`src/rs_pkg.sv`:
```
package rs_pkg;

	// Instruction word layout
	localparam int INSN_W = 12;
	localparam int DATA_W = 8;
	localparam int ADDR_W = 5;
	localparam int DEST_BIT = 5;
	localparam int ADDR_HI = 4;
	localparam int ADDR_LO = 0;
	localparam int OPC_HI = 11;
	localparam int OPC_LO = 6;
	localparam int MSB = 7;
	localparam int CARRY_BIT = 0;

	// Opcode patterns
	localparam logic [5:0] OPC_ROT_LEFT = 6'h0d;
	localparam logic [5:0] OPC_ROT_RIGHT = 6'h0c;
	localparam logic [11:0] OPC_HALT = 12'h003;

	// Oscillator periods per instruction cycle
	localparam int OSC_PER_CYCLE = 4;

	// Register map on the AHB-Lite bus
	localparam logic [7:0] OFF_CTRL = 8'h00;
	localparam logic [7:0] OFF_INSN = 8'h04;
	localparam logic [7:0] OFF_ACC = 8'h08;
	localparam logic [7:0] OFF_STATUS = 8'h0c;
	localparam logic [7:0] OFF_WDOG = 8'h10;
	localparam logic [7:0] OFF_PRESC = 8'h14;
	localparam logic [7:0] OFF_FILE = 8'h80;
	localparam int FILE_DEPTH = 32;

	// Status register bits
	localparam int STAT_EXPIRY = 4;
	localparam int STAT_SLEEP = 3;
	localparam logic [7:0] STATUS_RST = 8'h18;

	// Control register bits
	localparam int CTRL_PSA = 0;
	localparam int CTRL_WAKE = 1;

	typedef struct packed {
		logic [31:0] haddr;
		logic [1:0] htrans;
		logic hwrite;
		logic [2:0] hsize;
		logic hsel;
	} ahb_req_s;

	typedef struct packed {
		logic [31:0] hrdata;
		logic hreadyout;
		logic hresp;
	} ahb_rsp_s;

	typedef enum logic [1:0] {
		ST_RUN,
		ST_EXEC,
		ST_HALT
	} core_e;

endpackage

```
`src/rotate_and_sleep_execution.sv`:
```
// Function
// - Left rotate opcode shifts the file register left with carry into bit 0 and bit 7 out to carry, in one cycle.
// - Right rotate opcode shifts the file register right with carry into bit 7 and bit 0 out to carry, in one cycle.
// - Both rotates use status bit 0 as carry and change no other flag.
// - A clear destination bit sends the result to the accumulator, a set one back to the file register.
// - Halt clears the watchdog counter, sets the expiry flag and clears the sleep entry flag.
// - Halt clears the prescaler only when it is assigned to the watchdog.
// - The halt opcode takes one cycle, enters the halt state and stops the oscillator.
// - One instruction cycle is four oscillator periods.
// - Bit 5 selects the destination and bits 4 to 0 address the file register.
module rotate_and_sleep_execution #(
	parameter int WDOG_W = 8,
	parameter int PRESC_W = 8
) (
	input wire logic hclk,
	input wire logic hresetn,
	input wire rs_pkg::ahb_req_s ahb_req,
	input wire logic hready,
	input wire logic [31:0] hwdata,
	output rs_pkg::ahb_rsp_s ahb_rsp,
	output logic osc_run,
	output logic halted
);

	localparam int PH_W = $clog2(rs_pkg::OSC_PER_CYCLE);
	localparam logic [PH_W-1:0] PH_LAST =
		PH_W'(rs_pkg::OSC_PER_CYCLE - 1);

	logic [rs_pkg::DATA_W-1:0] file_r [rs_pkg::FILE_DEPTH];
	logic [rs_pkg::DATA_W-1:0] acc_r;
	logic [rs_pkg::DATA_W-1:0] status_r;
	logic [WDOG_W-1:0] watchdog_counter_r;
	logic [PRESC_W-1:0] presc_r;
	logic [1:0] ctrl_r;
	logic [rs_pkg::INSN_W-1:0] insn_r;
	logic [PH_W-1:0] phase_r;
	rs_pkg::core_e state_r;

	// Captured address phase
	logic dp_valid_r;
	logic dp_write_r;
	logic [7:0] dp_addr_r;
	logic [31:0] rdata_r;

	// Decode of the pending instruction
	logic [5:0] opc;
	logic dest_f;
	logic [rs_pkg::ADDR_W-1:0] faddr;
	logic [rs_pkg::DATA_W-1:0] src;
	logic carry_in;
	logic [rs_pkg::DATA_W-1:0] rot_res;
	logic rot_carry;
	logic is_left;
	logic is_right;
	logic is_halt;
	logic cycle_end;
	logic exec;

	assign opc = insn_r[rs_pkg::OPC_HI:rs_pkg::OPC_LO];
	assign dest_f = insn_r[rs_pkg::DEST_BIT];
	assign faddr = insn_r[rs_pkg::ADDR_HI:rs_pkg::ADDR_LO];
	assign src = file_r[faddr];
	assign carry_in = status_r[rs_pkg::CARRY_BIT];
	assign is_left = (opc == rs_pkg::OPC_ROT_LEFT);
	assign is_right = (opc == rs_pkg::OPC_ROT_RIGHT);
	assign is_halt = (insn_r == rs_pkg::OPC_HALT);
	assign cycle_end = (phase_r == PH_LAST);
	assign exec = (state_r == rs_pkg::ST_EXEC) && cycle_end;

	// Rotate datapath through carry
	always_comb begin
		if (is_left) begin
			rot_res = {src[rs_pkg::MSB-1:0], carry_in};
			rot_carry = src[rs_pkg::MSB];
		end else begin
			rot_res = {carry_in, src[rs_pkg::MSB:1]};
			rot_carry = src[0];
		end
	end

	// Oscillator phase count; cleared to zero while halted
	always_ff @(posedge hclk or negedge hresetn) begin
		if (!hresetn) begin
			phase_r <= '0;
		end else if (state_r != rs_pkg::ST_HALT) begin
			phase_r <= phase_r + PH_W'(1);
		end else begin
			phase_r <= '0;
		end
	end

	// Bus write strobe in the data phase
	logic wr_en;
	assign wr_en = dp_valid_r && dp_write_r;

	// Core state: issue on bus write, execute at cycle end
	always_ff @(posedge hclk or negedge hresetn) begin
		if (!hresetn) begin
			state_r <= rs_pkg::ST_RUN;
		end else begin
			unique case (state_r)
				rs_pkg::ST_RUN: begin
					if (wr_en && dp_addr_r == rs_pkg::OFF_INSN) begin
						state_r <= rs_pkg::ST_EXEC;
					end
				end
				rs_pkg::ST_EXEC: begin
					if (cycle_end) begin
						// Halt stops the oscillator in one cycle
						state_r <= is_halt ? rs_pkg::ST_HALT
							: rs_pkg::ST_RUN;
					end
				end
				rs_pkg::ST_HALT: begin
					// Wake-up is outside this block; software kick only
					if (wr_en && dp_addr_r == rs_pkg::OFF_CTRL &&
						hwdata[rs_pkg::CTRL_WAKE]) begin
						state_r <= rs_pkg::ST_RUN;
					end
				end
			endcase
		end
	end

	// Instruction word latch; ignored while one is pending
	always_ff @(posedge hclk or negedge hresetn) begin
		if (!hresetn) begin
			insn_r <= '0;
		end else if (wr_en && dp_addr_r == rs_pkg::OFF_INSN &&
			state_r == rs_pkg::ST_RUN) begin
			insn_r <= hwdata[rs_pkg::INSN_W-1:0];
		end
	end

	// File registers; rotate write-back only when destination is f
	for (genvar i = 0; i < rs_pkg::FILE_DEPTH; i++) begin : g_file
		always_ff @(posedge hclk or negedge hresetn) begin
			if (!hresetn) begin
				file_r[i] <= '0;
			end else if (exec && (is_left || is_right) && dest_f &&
				faddr == rs_pkg::ADDR_W'(i)) begin
				file_r[i] <= rot_res;
			end else if (wr_en && dp_addr_r ==
				rs_pkg::OFF_FILE + 8'(i * 4)) begin
				file_r[i] <= hwdata[rs_pkg::DATA_W-1:0];
			end
		end
	end

	// Accumulator
	always_ff @(posedge hclk or negedge hresetn) begin
		if (!hresetn) begin
			acc_r <= '0;
		end else if (exec && (is_left || is_right) && !dest_f) begin
			acc_r <= rot_res;
		end else if (wr_en && dp_addr_r == rs_pkg::OFF_ACC) begin
			acc_r <= hwdata[rs_pkg::DATA_W-1:0];
		end
	end

	// Status: carry by rotates, flags by halt; execution beats bus
	always_ff @(posedge hclk or negedge hresetn) begin
		if (!hresetn) begin
			status_r <= rs_pkg::STATUS_RST;
		end else if (exec && (is_left || is_right)) begin
			status_r[rs_pkg::CARRY_BIT] <= rot_carry;
		end else if (exec && is_halt) begin
			status_r[rs_pkg::STAT_EXPIRY] <= 1'b1;
			status_r[rs_pkg::STAT_SLEEP] <= 1'b0;
		end else if (wr_en && dp_addr_r == rs_pkg::OFF_STATUS) begin
			status_r <= hwdata[rs_pkg::DATA_W-1:0];
		end
	end

	// Watchdog counter image; the timer itself lives elsewhere
	always_ff @(posedge hclk or negedge hresetn) begin
		if (!hresetn) begin
			watchdog_counter_r <= '0;
		end else if (exec && is_halt) begin
			watchdog_counter_r <= '0;
		end else if (wr_en && dp_addr_r == rs_pkg::OFF_WDOG) begin
			watchdog_counter_r <= hwdata[WDOG_W-1:0];
		end
	end

	// Shared prescaler cleared only when owned by the watchdog
	always_ff @(posedge hclk or negedge hresetn) begin
		if (!hresetn) begin
			presc_r <= '0;
		end else if (exec && is_halt && ctrl_r[rs_pkg::CTRL_PSA]) begin
			presc_r <= '0;
		end else if (wr_en && dp_addr_r == rs_pkg::OFF_PRESC) begin
			presc_r <= hwdata[PRESC_W-1:0];
		end
	end

	// Control: prescaler assignment; wake bit is self-clearing
	always_ff @(posedge hclk or negedge hresetn) begin
		if (!hresetn) begin
			ctrl_r <= '0;
		end else if (wr_en && dp_addr_r == rs_pkg::OFF_CTRL) begin
			ctrl_r <= {1'b0, hwdata[rs_pkg::CTRL_PSA]};
		end
	end

	// AHB-Lite address phase capture; zero wait states
	always_ff @(posedge hclk or negedge hresetn) begin
		if (!hresetn) begin
			dp_valid_r <= 1'b0;
			dp_write_r <= 1'b0;
			dp_addr_r <= '0;
		end else if (hready) begin
			dp_valid_r <= ahb_req.hsel && ahb_req.htrans[1];
			dp_write_r <= ahb_req.hwrite;
			dp_addr_r <= ahb_req.haddr[7:0];
		end
	end

	// Read data registered in the address phase
	always_ff @(posedge hclk or negedge hresetn) begin
		if (!hresetn) begin
			rdata_r <= '0;
		end else if (hready && ahb_req.hsel && ahb_req.htrans[1] &&
			!ahb_req.hwrite) begin
			if (ahb_req.haddr[7] && ahb_req.haddr[1:0] == 2'h0) begin
				rdata_r <= {24'h000000, file_r[ahb_req.haddr[6:2]]};
			end else begin
				unique case (ahb_req.haddr[7:0])
					rs_pkg::OFF_CTRL: rdata_r <= {30'h0, ctrl_r};
					rs_pkg::OFF_INSN: rdata_r <= {20'h0, insn_r};
					rs_pkg::OFF_ACC: rdata_r <= {24'h0, acc_r};
					rs_pkg::OFF_STATUS: rdata_r <= {24'h0, status_r};
					rs_pkg::OFF_WDOG:
						rdata_r <= 32'(watchdog_counter_r);
					rs_pkg::OFF_PRESC: rdata_r <= 32'(presc_r);
					default: rdata_r <= 32'h00000000;
				endcase
			end
		end
	end

	assign ahb_rsp.hrdata = rdata_r;
	assign ahb_rsp.hreadyout = 1'b1;
	assign ahb_rsp.hresp = 1'b0;
	assign halted = (state_r == rs_pkg::ST_HALT);
	assign osc_run = (state_r != rs_pkg::ST_HALT);

endmodule

```
`config.mk`:
```
export PLATFORM = sky130hd
export DESIGN_NAME = rotate_and_sleep_execution
export DESIGN_NICKNAME = d
export VERILOG_FILES = /design/src/rs_pkg.sv /design/src/rotate_and_sleep_execution.sv
export SDC_FILE = /design/constraint.sdc
export NUM_CORES = 1
export LEC_CHECK = 0
export CORE_MARGIN = 4
export CORE_UTILIZATION = 50
export CTS_BUF_LIST = sky130_fd_sc_hd__clkbuf_2 sky130_fd_sc_hd__clkbuf_4 sky130_fd_sc_hd__clkbuf_8
export DETAILED_ROUTE_END_ITERATION = 10
export DONT_BUFFER_PORTS = 1
export SLEW_MARGIN = 10
export SYNTH_ARGS = -nofsm -noshare
export SYNTH_HDL_FRONTEND = slang
export SYNTH_SLANG_ARGS = --single-unit
```
`constraint.sdc`:
```
create_clock -name hclk -period 2.78 [get_ports hclk]
set_clock_uncertainty 0.2 [all_clocks]
set_input_delay 0.278 -clock hclk [delete_from_list [all_inputs] [get_ports hclk]]
set_output_delay 0.278 -clock hclk [all_outputs]
set_load 0.03 [all_outputs]
```
Word-level counts from Yosys, hierarchy flattened
Index checks and enable logic that the tools add are counted.
{ "totals": {"wordCells": 360, "input_bits": 74, "out_inout_bits": 36, "regBits": 347} }
{ "op_classes": {"bitwise": 4, "n_reduce_logical": 133, "n_eq_ne": 84, "n_lt_le_gt_ge": 2, "mux": 90, "add_sub_neg": 1} }
{ "ops": {"columns": ["cell", "count"], "rows": [
  ["8-bit two-way mux", 75],
  ["8-bit equality test (second input constant)", 32],
  ["1-bit logical AND", 84],
  ["8-bit binary-select mux with 5-bit select", 2],
  ["5-bit equality test (second input constant)", 16],
  ["2-bit nonzero test", 37],
  ["12-bit case mux with 6 select lines", 1],
  ["5-bit by 4-bit equality test with 1-bit output (second input constant)", 8],
  ["8-bit by 4-bit equality test with 1-bit output (second input constant)", 4],
  ["8-bit by 5-bit equality test with 1-bit output (second input constant)", 4],
  ["5-bit by 3-bit equality test with 1-bit output (second input constant)", 4],
  ["8-bit by 3-bit equality test with 1-bit output (second input constant)", 2],
  ["8-bit zero test", 2],
  ["12-bit by 2-bit equality test with 1-bit output (second input constant)", 1],
  ["6-bit by 4-bit equality test with 1-bit output (second input constant)", 2],
  ["6-bit greater-or-equal comparator (second input constant)", 2],
  ["12-bit two-way mux", 1],
  ["2-bit two-way mux", 6],
  ["5-bit NOT with 6-bit output", 2],
  ["5-bit by 2-bit equality test with 1-bit output (second input constant)", 2],
  ["2-bit != test (second input constant)", 4],
  ["2-bit case mux with 3 select lines", 1],
  ["3-bit AND reduction", 2],
  ["5-bit by 1-bit equality test with 1-bit output (second input constant)", 1],
  ["12 further kinds", 19]
]} }

Logic depth before layout (Yosys ltp)
Gate-level depths: netlist of run 1.
{ "depth": {"depth_word": 6, "ltp_mapped": 10, "mapped_depth_nobuf": 7} }

Worst setup path after synthesis of run 1
OpenSTA, ideal clock, no wires.
{ "synth_timing": {"kind": "input -> register", "start": "in ahb_req[9] (netlist bit)", "end": "reg rdata_r[2]", "path_stages": 9, "n_path_buf": 4, "setup_slack_ns": 0.368, "required_time_ns": 2.456, "t_arrival_ns": 2.088, "cell_sequence": "buf_2 -> buf_4 -> buf_4 -> buf_2 -> mux4_2 -> mux2i_1 -> mux2i_1 -> o211ai_1 -> nand2_1"} }
{ "synth_between": {"elab_chain_cells": 5} }
{ "synth_rtl": {"columns": ["item", "line", "rtl"], "rows": [
  ["from (decl)", "rotate_and_sleep_execution.sv:17", "input wire rs_pkg::ahb_req_s ahb_req,"],
  ["5-bit NOT with 6-bit output (implied by the code)", "rotate_and_sleep_execution.sv:226", "rdata_r <= {24'h000000, file_r[ahb_req.haddr[6:2]]};"],
  ["8-bit binary-select mux with 5-bit select", "rotate_and_sleep_execution.sv:226", null],
  ["8-bit two-way mux (implied by the code) (2 in a row)", "rotate_and_sleep_execution.sv:226", null],
  ["12-bit two-way mux *", "rotate_and_sleep_execution.sv:225", "if (ahb_req.haddr[7] && ahb_req.haddr[1:0] == 2'h0) begin"],
  ["to (signal assigned)", "rotate_and_sleep_execution.sv:226", null],
  ["to (signal assigned)", "rotate_and_sleep_execution.sv:229", "rs_pkg::OFF_CTRL: rdata_r <= {30'h0, ctrl_r};"],
  ["to (signal assigned)", "rotate_and_sleep_execution.sv:230", "rs_pkg::OFF_INSN: rdata_r <= {20'h0, insn_r};"],
  ["to (decl)", "rotate_and_sleep_execution.sv:43", "logic [31:0] rdata_r;"]
]} }
Mark *: on every way between the ends. The rest lies on a longest branch, timed or not. The select of a mux whose other input is x is not followed.
A chain may end at the register's enable or synchronous reset.

Worst setup path in the final report of run 1
{ "layout_timing": {"start": "reg insn_r[1] (netlist bit)", "end": "reg file_r[196] (netlist bit)"} }
{ "layout_between": {"elab_chain_cells": 6} }
{ "layout_rtl": {"columns": ["item", "line", "rtl"], "rows": [
  ["from (decl)", "rotate_and_sleep_execution.sv:35", "logic [rs_pkg::INSN_W-1:0] insn_r;"],
  ["from (signal assigned)", "rotate_and_sleep_execution.sv:131", "insn_r <= hwdata[rs_pkg::INSN_W-1:0];"],
  ["5-bit NOT with 6-bit output (implied by the code)", "rotate_and_sleep_execution.sv:62", "assign src = file_r[faddr];"],
  ["8-bit binary-select mux with 5-bit select", "rotate_and_sleep_execution.sv:62", null],
  ["8-bit two-way mux (implied by the code) (2 in a row)", "rotate_and_sleep_execution.sv:62", null],
  ["8-bit two-way mux", "rotate_and_sleep_execution.sv:72", "if (is_left) begin"],
  ["8-bit two-way mux", "rotate_and_sleep_execution.sv:140", "end else if (exec && (is_left || is_right) && dest_f &&"],
  ["to (signal, indexed assignment)", "rotate_and_sleep_execution.sv:142", "file_r[i] <= rot_res;"],
  ["to (signal, indexed assignment)", "rotate_and_sleep_execution.sv:145", "file_r[i] <= hwdata[rs_pkg::DATA_W-1:0];"],
  ["to (decl)", "rotate_and_sleep_execution.sv:29", "logic [rs_pkg::DATA_W-1:0] file_r [rs_pkg::FILE_DEPTH];"]
]} }
Several ways; a longest one is shown, not always the timed one. The select of a mux whose other input is x is not followed.

==> impl_metrics.env, run 1 <==
export IMPL_crit_start="insn_r[1]$_DFFE_PN0P_"
export IMPL_power_switching_uw=4200
export IMPL_num_rows=77
export IMPL_setup_violations=11
export IMPL_worstMarginPinSlew_ps=1170
export IMPL_cp_cell_sequence="buf_12, buf_4, nor3b_2, buf_4, a221oi_1, nand3_2, nand2_2, buf_12, a221oi_1"
export IMPL_min_period_over_period_pct=101
export IMPL_overflow=0
export IMPL_antenna_found_initial=8
export IMPL_synth_avg_cell_area_um2=10.4
export IMPL_ant_nets=0
export IMPL_die_h_um=221
export IMPL_viasPerCell=7.05
export IMPL_p_int_uw=9370
export IMPL_critPathArrivalTime_ps=3110
export IMPL_dr_pass1_iters=6
export IMPL_max_vdd_ir_drop_v=0.000361
export IMPL_powerDensity_nw_per_um2=520
export IMPL_finalSetupTns_ps=-141
export IMPL_comb_power_share_pct=20.2
export IMPL_regToRegSetupSlack_ps=-20
export IMPL_grt_max_degree=328
export IMPL_first_global_vias=20100
export IMPL_grt_pass1_wl_um=137000
export IMPL_fillerInstances=3811
export IMPL_swShare_pct=30.9
export IMPL_drive_gt1_share_pct=33.0
export IMPL_netlist_area_leader_share_pct=35.9
export IMPL_synthTopCellsByCount="nor2_1, dfrtp_1, mux2_2, a21oi_1, a211oi_1"
export IMPL_power_frac_seq_pct=39.6
export IMPL_max_slew_margin_rel_pct=21.6
export IMPL_critPathCaptureType="register"
export IMPL_die_area_um2=48800
export IMPL_clkSinkCount=327
export IMPL_leakage_uw=0.0111
export IMPL_port_buffers=0
export IMPL_wl_per_cell_um=31.7
export IMPL_hold_path_class="input port to asynchronous set/reset pin"
export IMPL_regArea_um2=8200
export IMPL_die_w_um=221
export IMPL_required_ps=3090
export IMPL_cts_hold_fix_buffers=35
export IMPL_grt_total_usage_pct=36.8
export IMPL_worstSetupStartpointType="register"
export IMPL_synthArstFlopShare_pct=100
export IMPL_initial_core_util_pct=50.9
export IMPL_coreArea_um2=44500
export IMPL_cts_buffers=59
export IMPL_ys_ff_latch=327
export IMPL_synth_area_um2=22600
export IMPL_synth_cell_types=79
export IMPL_r2r_end="file_r[196]$_DFFE_PN0P_"
export IMPL_nets=2354
export IMPL_yosysWarnings=0
export IMPL_fmax_mhz=357
export IMPL_max_cap_violations=0
export IMPL_crit_slowest_cell="dfrtp_4"
export IMPL_hold_slack_ps=-907
export IMPL_clkTransAtPathRegs_ps=60
export IMPL_fin_area_um2=26100
export IMPL_syn_to_final_growth_pct=15.2
export IMPL_status="finished with violations"
export IMPL_rsz0062_at_grt="false"
export IMPL_vias=20600
export IMPL_layout_min_cycle_time_ps=2800
export IMPL_synth_edf_count=0
export IMPL_cp_max_fo=25
export IMPL_place_congestion=1.02
export IMPL_placedInstanceArea_um2=24100
export IMPL_pin_count=110
export IMPL_power_frac_clock_pct=40.2
export IMPL_worst_path_buf_inv=4
export IMPL_yosysSeqAreaShare_pct=36.1
export IMPL_setup_ws_ps=-24.2
export IMPL_violations="negative hold slack, negative setup slack"
export IMPL_reg2reg_from="insn_r[1]$_DFFE_PN0P_"
export IMPL_first_iter_violations=3068
export IMPL_drc=0
export IMPL_synth_top_area_cell="dfrtp_1"
export IMPL_cpPeakStageDelay_ps=490
export IMPL_clkLatencyLatePin_ps=690
export IMPL_cts_tree="done"
export IMPL_critical_path_class="register to register"
export IMPL_syn_inst=2187
export IMPL_synth_flop_cell="dfrtp_1"
export IMPL_clk_path_buf_depth=3
export IMPL_routed_wl_um=92600
export IMPL_multiInputGateArea_um2=13200
export IMPL_hold_viol_final=327
export IMPL_synth_most_common_cell="nor2_1"
export IMPL_reg2regPathDepth=9
export IMPL_finalMaxSlewViolations=0
export IMPL_cts_root_buf="clkbuf_8"
export IMPL_path_delay_family="buffers and inverters"
export IMPL_htree_levels=2
export IMPL_dp_hpwl_um=60900
export IMPL_ys_top_cells_by_area="dfrtp_1, mux2_2, mux4_2"
==> final cells by class <==
| cell class | instances | area share, % |
|---|---|---|
| Clock buffer | 92 | 4.45 |
| Inverter | 29 | 0.432 |
| Multi-Input combinational cell | 1614 | 50.8 |
| Tap cell | 592 | 2.84 |
| Clock inverter | 16 | 0.907 |
| Sequential cell | 327 | 31.4 |
| Timing Repair Buffer | 245 | 9.12 |
| Antenna cell | 5 | 0.0480 |
==> stage by stage <==
stage | setup slack [ps] | utilization (%) | total power (uW) | cells | hold slack, ps
after floorplan | 368 | - | 6920 | 2207 | -218
after CTS | 3.48 | 58.3 | 13500 | 2912 | -933
after global routing | 1.16 | 58.6 | 13900 | 2917 | -930
final | -24.2 | 58.6 | 13600 | 2920 | -907
after global placement | -73.8 | 54.1 | 7810 | 2765 | -209
after detailed placement | -65.6 | 54.1 | 7860 | 2765 | -207
==> logic make-up (layout without fill, tap and decap cells) <==
| group | after synthesis | in the layout | share of synthesized area [%] |
|---|---|---|---|
| and+or+nand+nor | 614 | 614 | 13.3 |
| AOI/OAI and AO/OA | 501 | 501 | 15.8 |
| muxes | 473 | 473 | 28.3 |
| DFF | 327 | 327 | 36.1 |
| buffers and inverters | 266 | 382 | 6.24 |
| adders and majority gates | 4 | 4 | 0.221 |
| other | 2 | 27 | 0.0332 |
==> metal layers <==
layer	GRT usage, %	vias up	wire (um)
met5	0	-	13
met4	16.8	2	5200
met3	9.33	355	11000
met2	55.0	1455	40300
met1	50.9	10300	36000
li1	-	8452	-
==> placed cells by master, fill, tap and decap left out, types with 7 or more instances in the layout <==
cell | Yosys | final
buf_12 | 1 | 32
a211oi_1 | 121 | 120
and2_1 | 33 | 29
mux2i_1 | 112 | 112
o21ai_0 | 13 | 12
clkinv_2 | 0 | 8
inv_1 | 26 | 25
buf_4 | 40 | 179
nand2b_1 | 8 | 8
and4_1 | 9 | 9
conb_1 | 2 | 22
nand4_1 | 27 | 27
nand3_1 | 49 | 48
o22ai_1 | 8 | 8
clkbuf_8 | 0 | 75
mux2_2 | 249 | 249
nand2_1 | 63 | 60
mux4_2 | 109 | 109
dfrtp_1 | 325 | 321
a22oi_1 | 22 | 20
and3_1 | 13 | 10
dlygate4sd3_1 | 0 | 29
a221oi_1 | 106 | 104
a21oi_1 | 181 | 181
nor2b_1 | 13 | 12
a221oi_2 | 10 | 12
clkbuf_4 | 0 | 17
nor2_1 | 341 | 337
nand3_2 | 6 | 7
==> sequential cells by signal, summed over array words and instances (netlist names), 8 cells and up <==
signal,flops
dp_addr_r,8
acc_r,8
rdata_r,12
status_r,8
insn_r,12
file_r,256
presc_r,8
watchdog_counter_r,8
==> power groups by stage <==
stage,sequential [uW],clock [uW],combinational (uW)
3_5_place_dp,5450,0,2410
6_report,5380,5450,2740
4_1_cts,5360,5490,2610
5_1_grt,5390,5700,2810
3_3_place_gp,5430,0,2380
2_1_floorplan,5280,0,1650
==> worst max path at each step <==
stage / endpoint / slack (ps) / cells past startpoint
final: file_r[196]$_DFFE_PN0P_ / -20 / 9
after detailed placement: file_r[195]$_DFFE_PN0P_ / -70 / 7
after CTS: file_r[174]$_DFFE_PN0P_ / 3 / 8
after global placement: file_r[91]$_DFFE_PN0P_ / -70 / 7
after global routing: file_r[174]$_DFFE_PN0P_ / 1 / 10
after floorplan: rdata_r[2]$_DFFE_PN0P_ / 370 / 9
==> repair_timing <==
action,CTS,global route
pin swaps,0,3
setup endpoints to repair,141,165
cloned,0,0
buffers inserted,4,3
gates resized for setup,8,24
endpoints found under the hold margin,599,327
(Power assumes the default switching activity.)
==> run 2: changes to the inputs <==
CORE_MARGIN = 2   (was 4)
==> run 2 against run 1 <==
  * The run still ends with negative hold slack, negative setup slack left
  * Sequential cell count unchanged
  * Sequential power barely moved
  * Register-to-register slack about the same
  * Critical endpoint is now file_r[165]$_DFFE_PN0P_
==> impl_metrics.env, run 2 (synthesized netlist as in run 1, its figures left out) <==
export IMPL_htree_levels=2
export IMPL_initial_core_util_pct=50.9
export IMPL_finalMaxSlewViolations=0
export IMPL_grt_pass1_wl_um=135000
export IMPL_syn_to_final_growth_pct=16.3
export IMPL_max_vdd_ir_drop_v=0.000394
export IMPL_grt_total_usage_pct=39.1
export IMPL_worstSetupStartpointType="register"
export IMPL_powerDensity_nw_per_um2=508
export IMPL_crit_start="insn_r[0]$_DFFE_PN0P_"
export IMPL_fmax_mhz=356
export IMPL_violations="negative hold slack, negative setup slack"
export IMPL_num_rows=77
export IMPL_setup_ws_ps=-31.4
export IMPL_reg2reg_from="insn_r[0]$_DFFE_PN0P_"
export IMPL_max_slew_margin_rel_pct=20.6
export IMPL_grt_busiest_layer="met2"
export IMPL_clkLatencyLatePin_ps=730
export IMPL_max_cap_violations=0
export IMPL_hold_path_class="input port to asynchronous set/reset pin"
export IMPL_most_common_layout_cells="nor2_1, dfrtp_1, mux2_2, a21oi_1, buf_4"
export IMPL_layout_min_cycle_time_ps=2810
export IMPL_overflow=0
export IMPL_viasPerCell=7.08
export IMPL_drc=0
export IMPL_rsz0062_at_grt="true"
export IMPL_critPathArrivalTime_ps=3160
export IMPL_drive_gt1_share_pct=33.7
export IMPL_cts_hold_fix_buffers=39
export IMPL_min_period_over_period_pct=101
export IMPL_clkTransAtPathRegs_ps=70
export IMPL_grt_use_met1_pct=52.3
export IMPL_ant_nets=0
export IMPL_die_w_um=217
export IMPL_clk_path_buf_depth=3
export IMPL_finalSetupTns_ps=-60.9
export IMPL_antenna_found_initial=1
export IMPL_pin_count=110
export IMPL_die_area_um2=47000
export IMPL_grt_use_met2_pct=58.4
export IMPL_regToRegSetupSlack_ps=-30
export IMPL_leakage_uw=0.0112
export IMPL_dr_pass1_iters=5
export IMPL_critPathCaptureType="register"
export IMPL_nets=2358
export IMPL_grt_max_degree=328
export IMPL_largest_reg_flops=256
export IMPL_hold_slack_ps=-946
export IMPL_dp_hpwl_um=60800
export IMPL_setup_violations=5
export IMPL_hold_viol_final=327
export IMPL_port_buffers=0
export IMPL_coreArea_um2=44500
export IMPL_wl_per_cell_um=31.9
export IMPL_routed_wl_um=93300
export IMPL_cts_buffers=59
export IMPL_cts_root_buf="clkbuf_8"
export IMPL_place_congestion=0.976
export IMPL_required_ps=3130
export IMPL_die_h_um=217
export IMPL_worstMarginPinSlew_ps=1190
export IMPL_grtUsageMet3_pct=11.3
export IMPL_status="finished with violations"
export IMPL_cp_max_fo=21
export IMPL_clkSinkCount=327
export IMPL_first_iter_violations=3081
export IMPL_cts_tree="done"
export IMPL_layout_commonest_cell="nor2_1"
export IMPL_first_global_vias=20000
export IMPL_total_power_uw=13400
export IMPL_largest_register="file_r"
export IMPL_largestRegisters="file_r (256), insn_r (12), rdata_r (12)"
export IMPL_critical_path_class="register to register"
export IMPL_vias=20700
-- run 2: path summary, 6_finish.rpt --
| check | to | cells past startpoint |
|---|---|---|
| worst min register to register | phase_r[0]$_DFF_PN0_ | 1 |
| worst min-delay path | watchdog_counter_r[7]$_DFFE_PN0P_ | 0 |
| worst max-delay path | file_r[165]$_DFFE_PN0P_ | 9 |
| min in group hclk | rdata_r[0]$_DFFE_PN0P_ | 4 |
| max in group asynchronous | file_r[48]$_DFFE_PN0P_ | 0 |
| worst max register to register | file_r[165]$_DFFE_PN0P_ | 9 |
-- run 2: cell type report --
class                      count  area (um2)
antenna                        2        5.00
clock buffer                  91        1180
clock inverter                17         153
fill                        3734       18200
inverter                      29         113
multi-input combinational   1614       13300
sequential                   327        8200
tap                          592         741
timing repair buffer         249        2610
-- run 2: worst max-delay path, cell delays in order, from the launching register on --
cell and delay (ps):
dfrtp_2 400, buf_4 170, buf_12 160, or3b_4 440, o221a_2 310, nand3_2 120
buf_12 180, nand2_2 130, buf_12 190, a221oi_1 310
-- run 2: timing repair --
item                                   CTS  global route
resized for setup                        8            43
pin swaps                                1             5
setup endpoints to repair              114           178
gates cloned                             0             4
setup buffers                            8            11
endpoints found under the hold margin  600           327
-- run 2: through the flow --
stage	cells	hold WS [ps]	utilization, %	cell area (um2)	worst slack [ps]
2_1_floorplan	2207	-218	-	22700	368
3_3_place_gp	2749	-210	54.0	24000	-18.1
3_5_place_dp	2749	-208	54.0	24000	-71.4
4_1_cts	2904	-949	58.3	26000	4.09
5_1_grt	2919	-957	59.1	26300	-36.2
6_report	2921	-946	59.2	26300	-31.4
-- run 2: layer usage --
layer / share of wire, % / vias to the layer above
li1: - / 8466
met1: 38 / 10300
met2: 43 / 1571
met3: 13 / 347
met4: 6.1 / 0
met5: 0 / -
-- run 2: power by group --
part / switching (uW) / internal [uW] / leakage [uW] / total, uW
clock: 2290 / 2890 / 0.000710 / 5170
sequential: 332 / 5040 / 0.00394 / 5370
combinational: 1670 / 1180 / 0.00651 / 2850
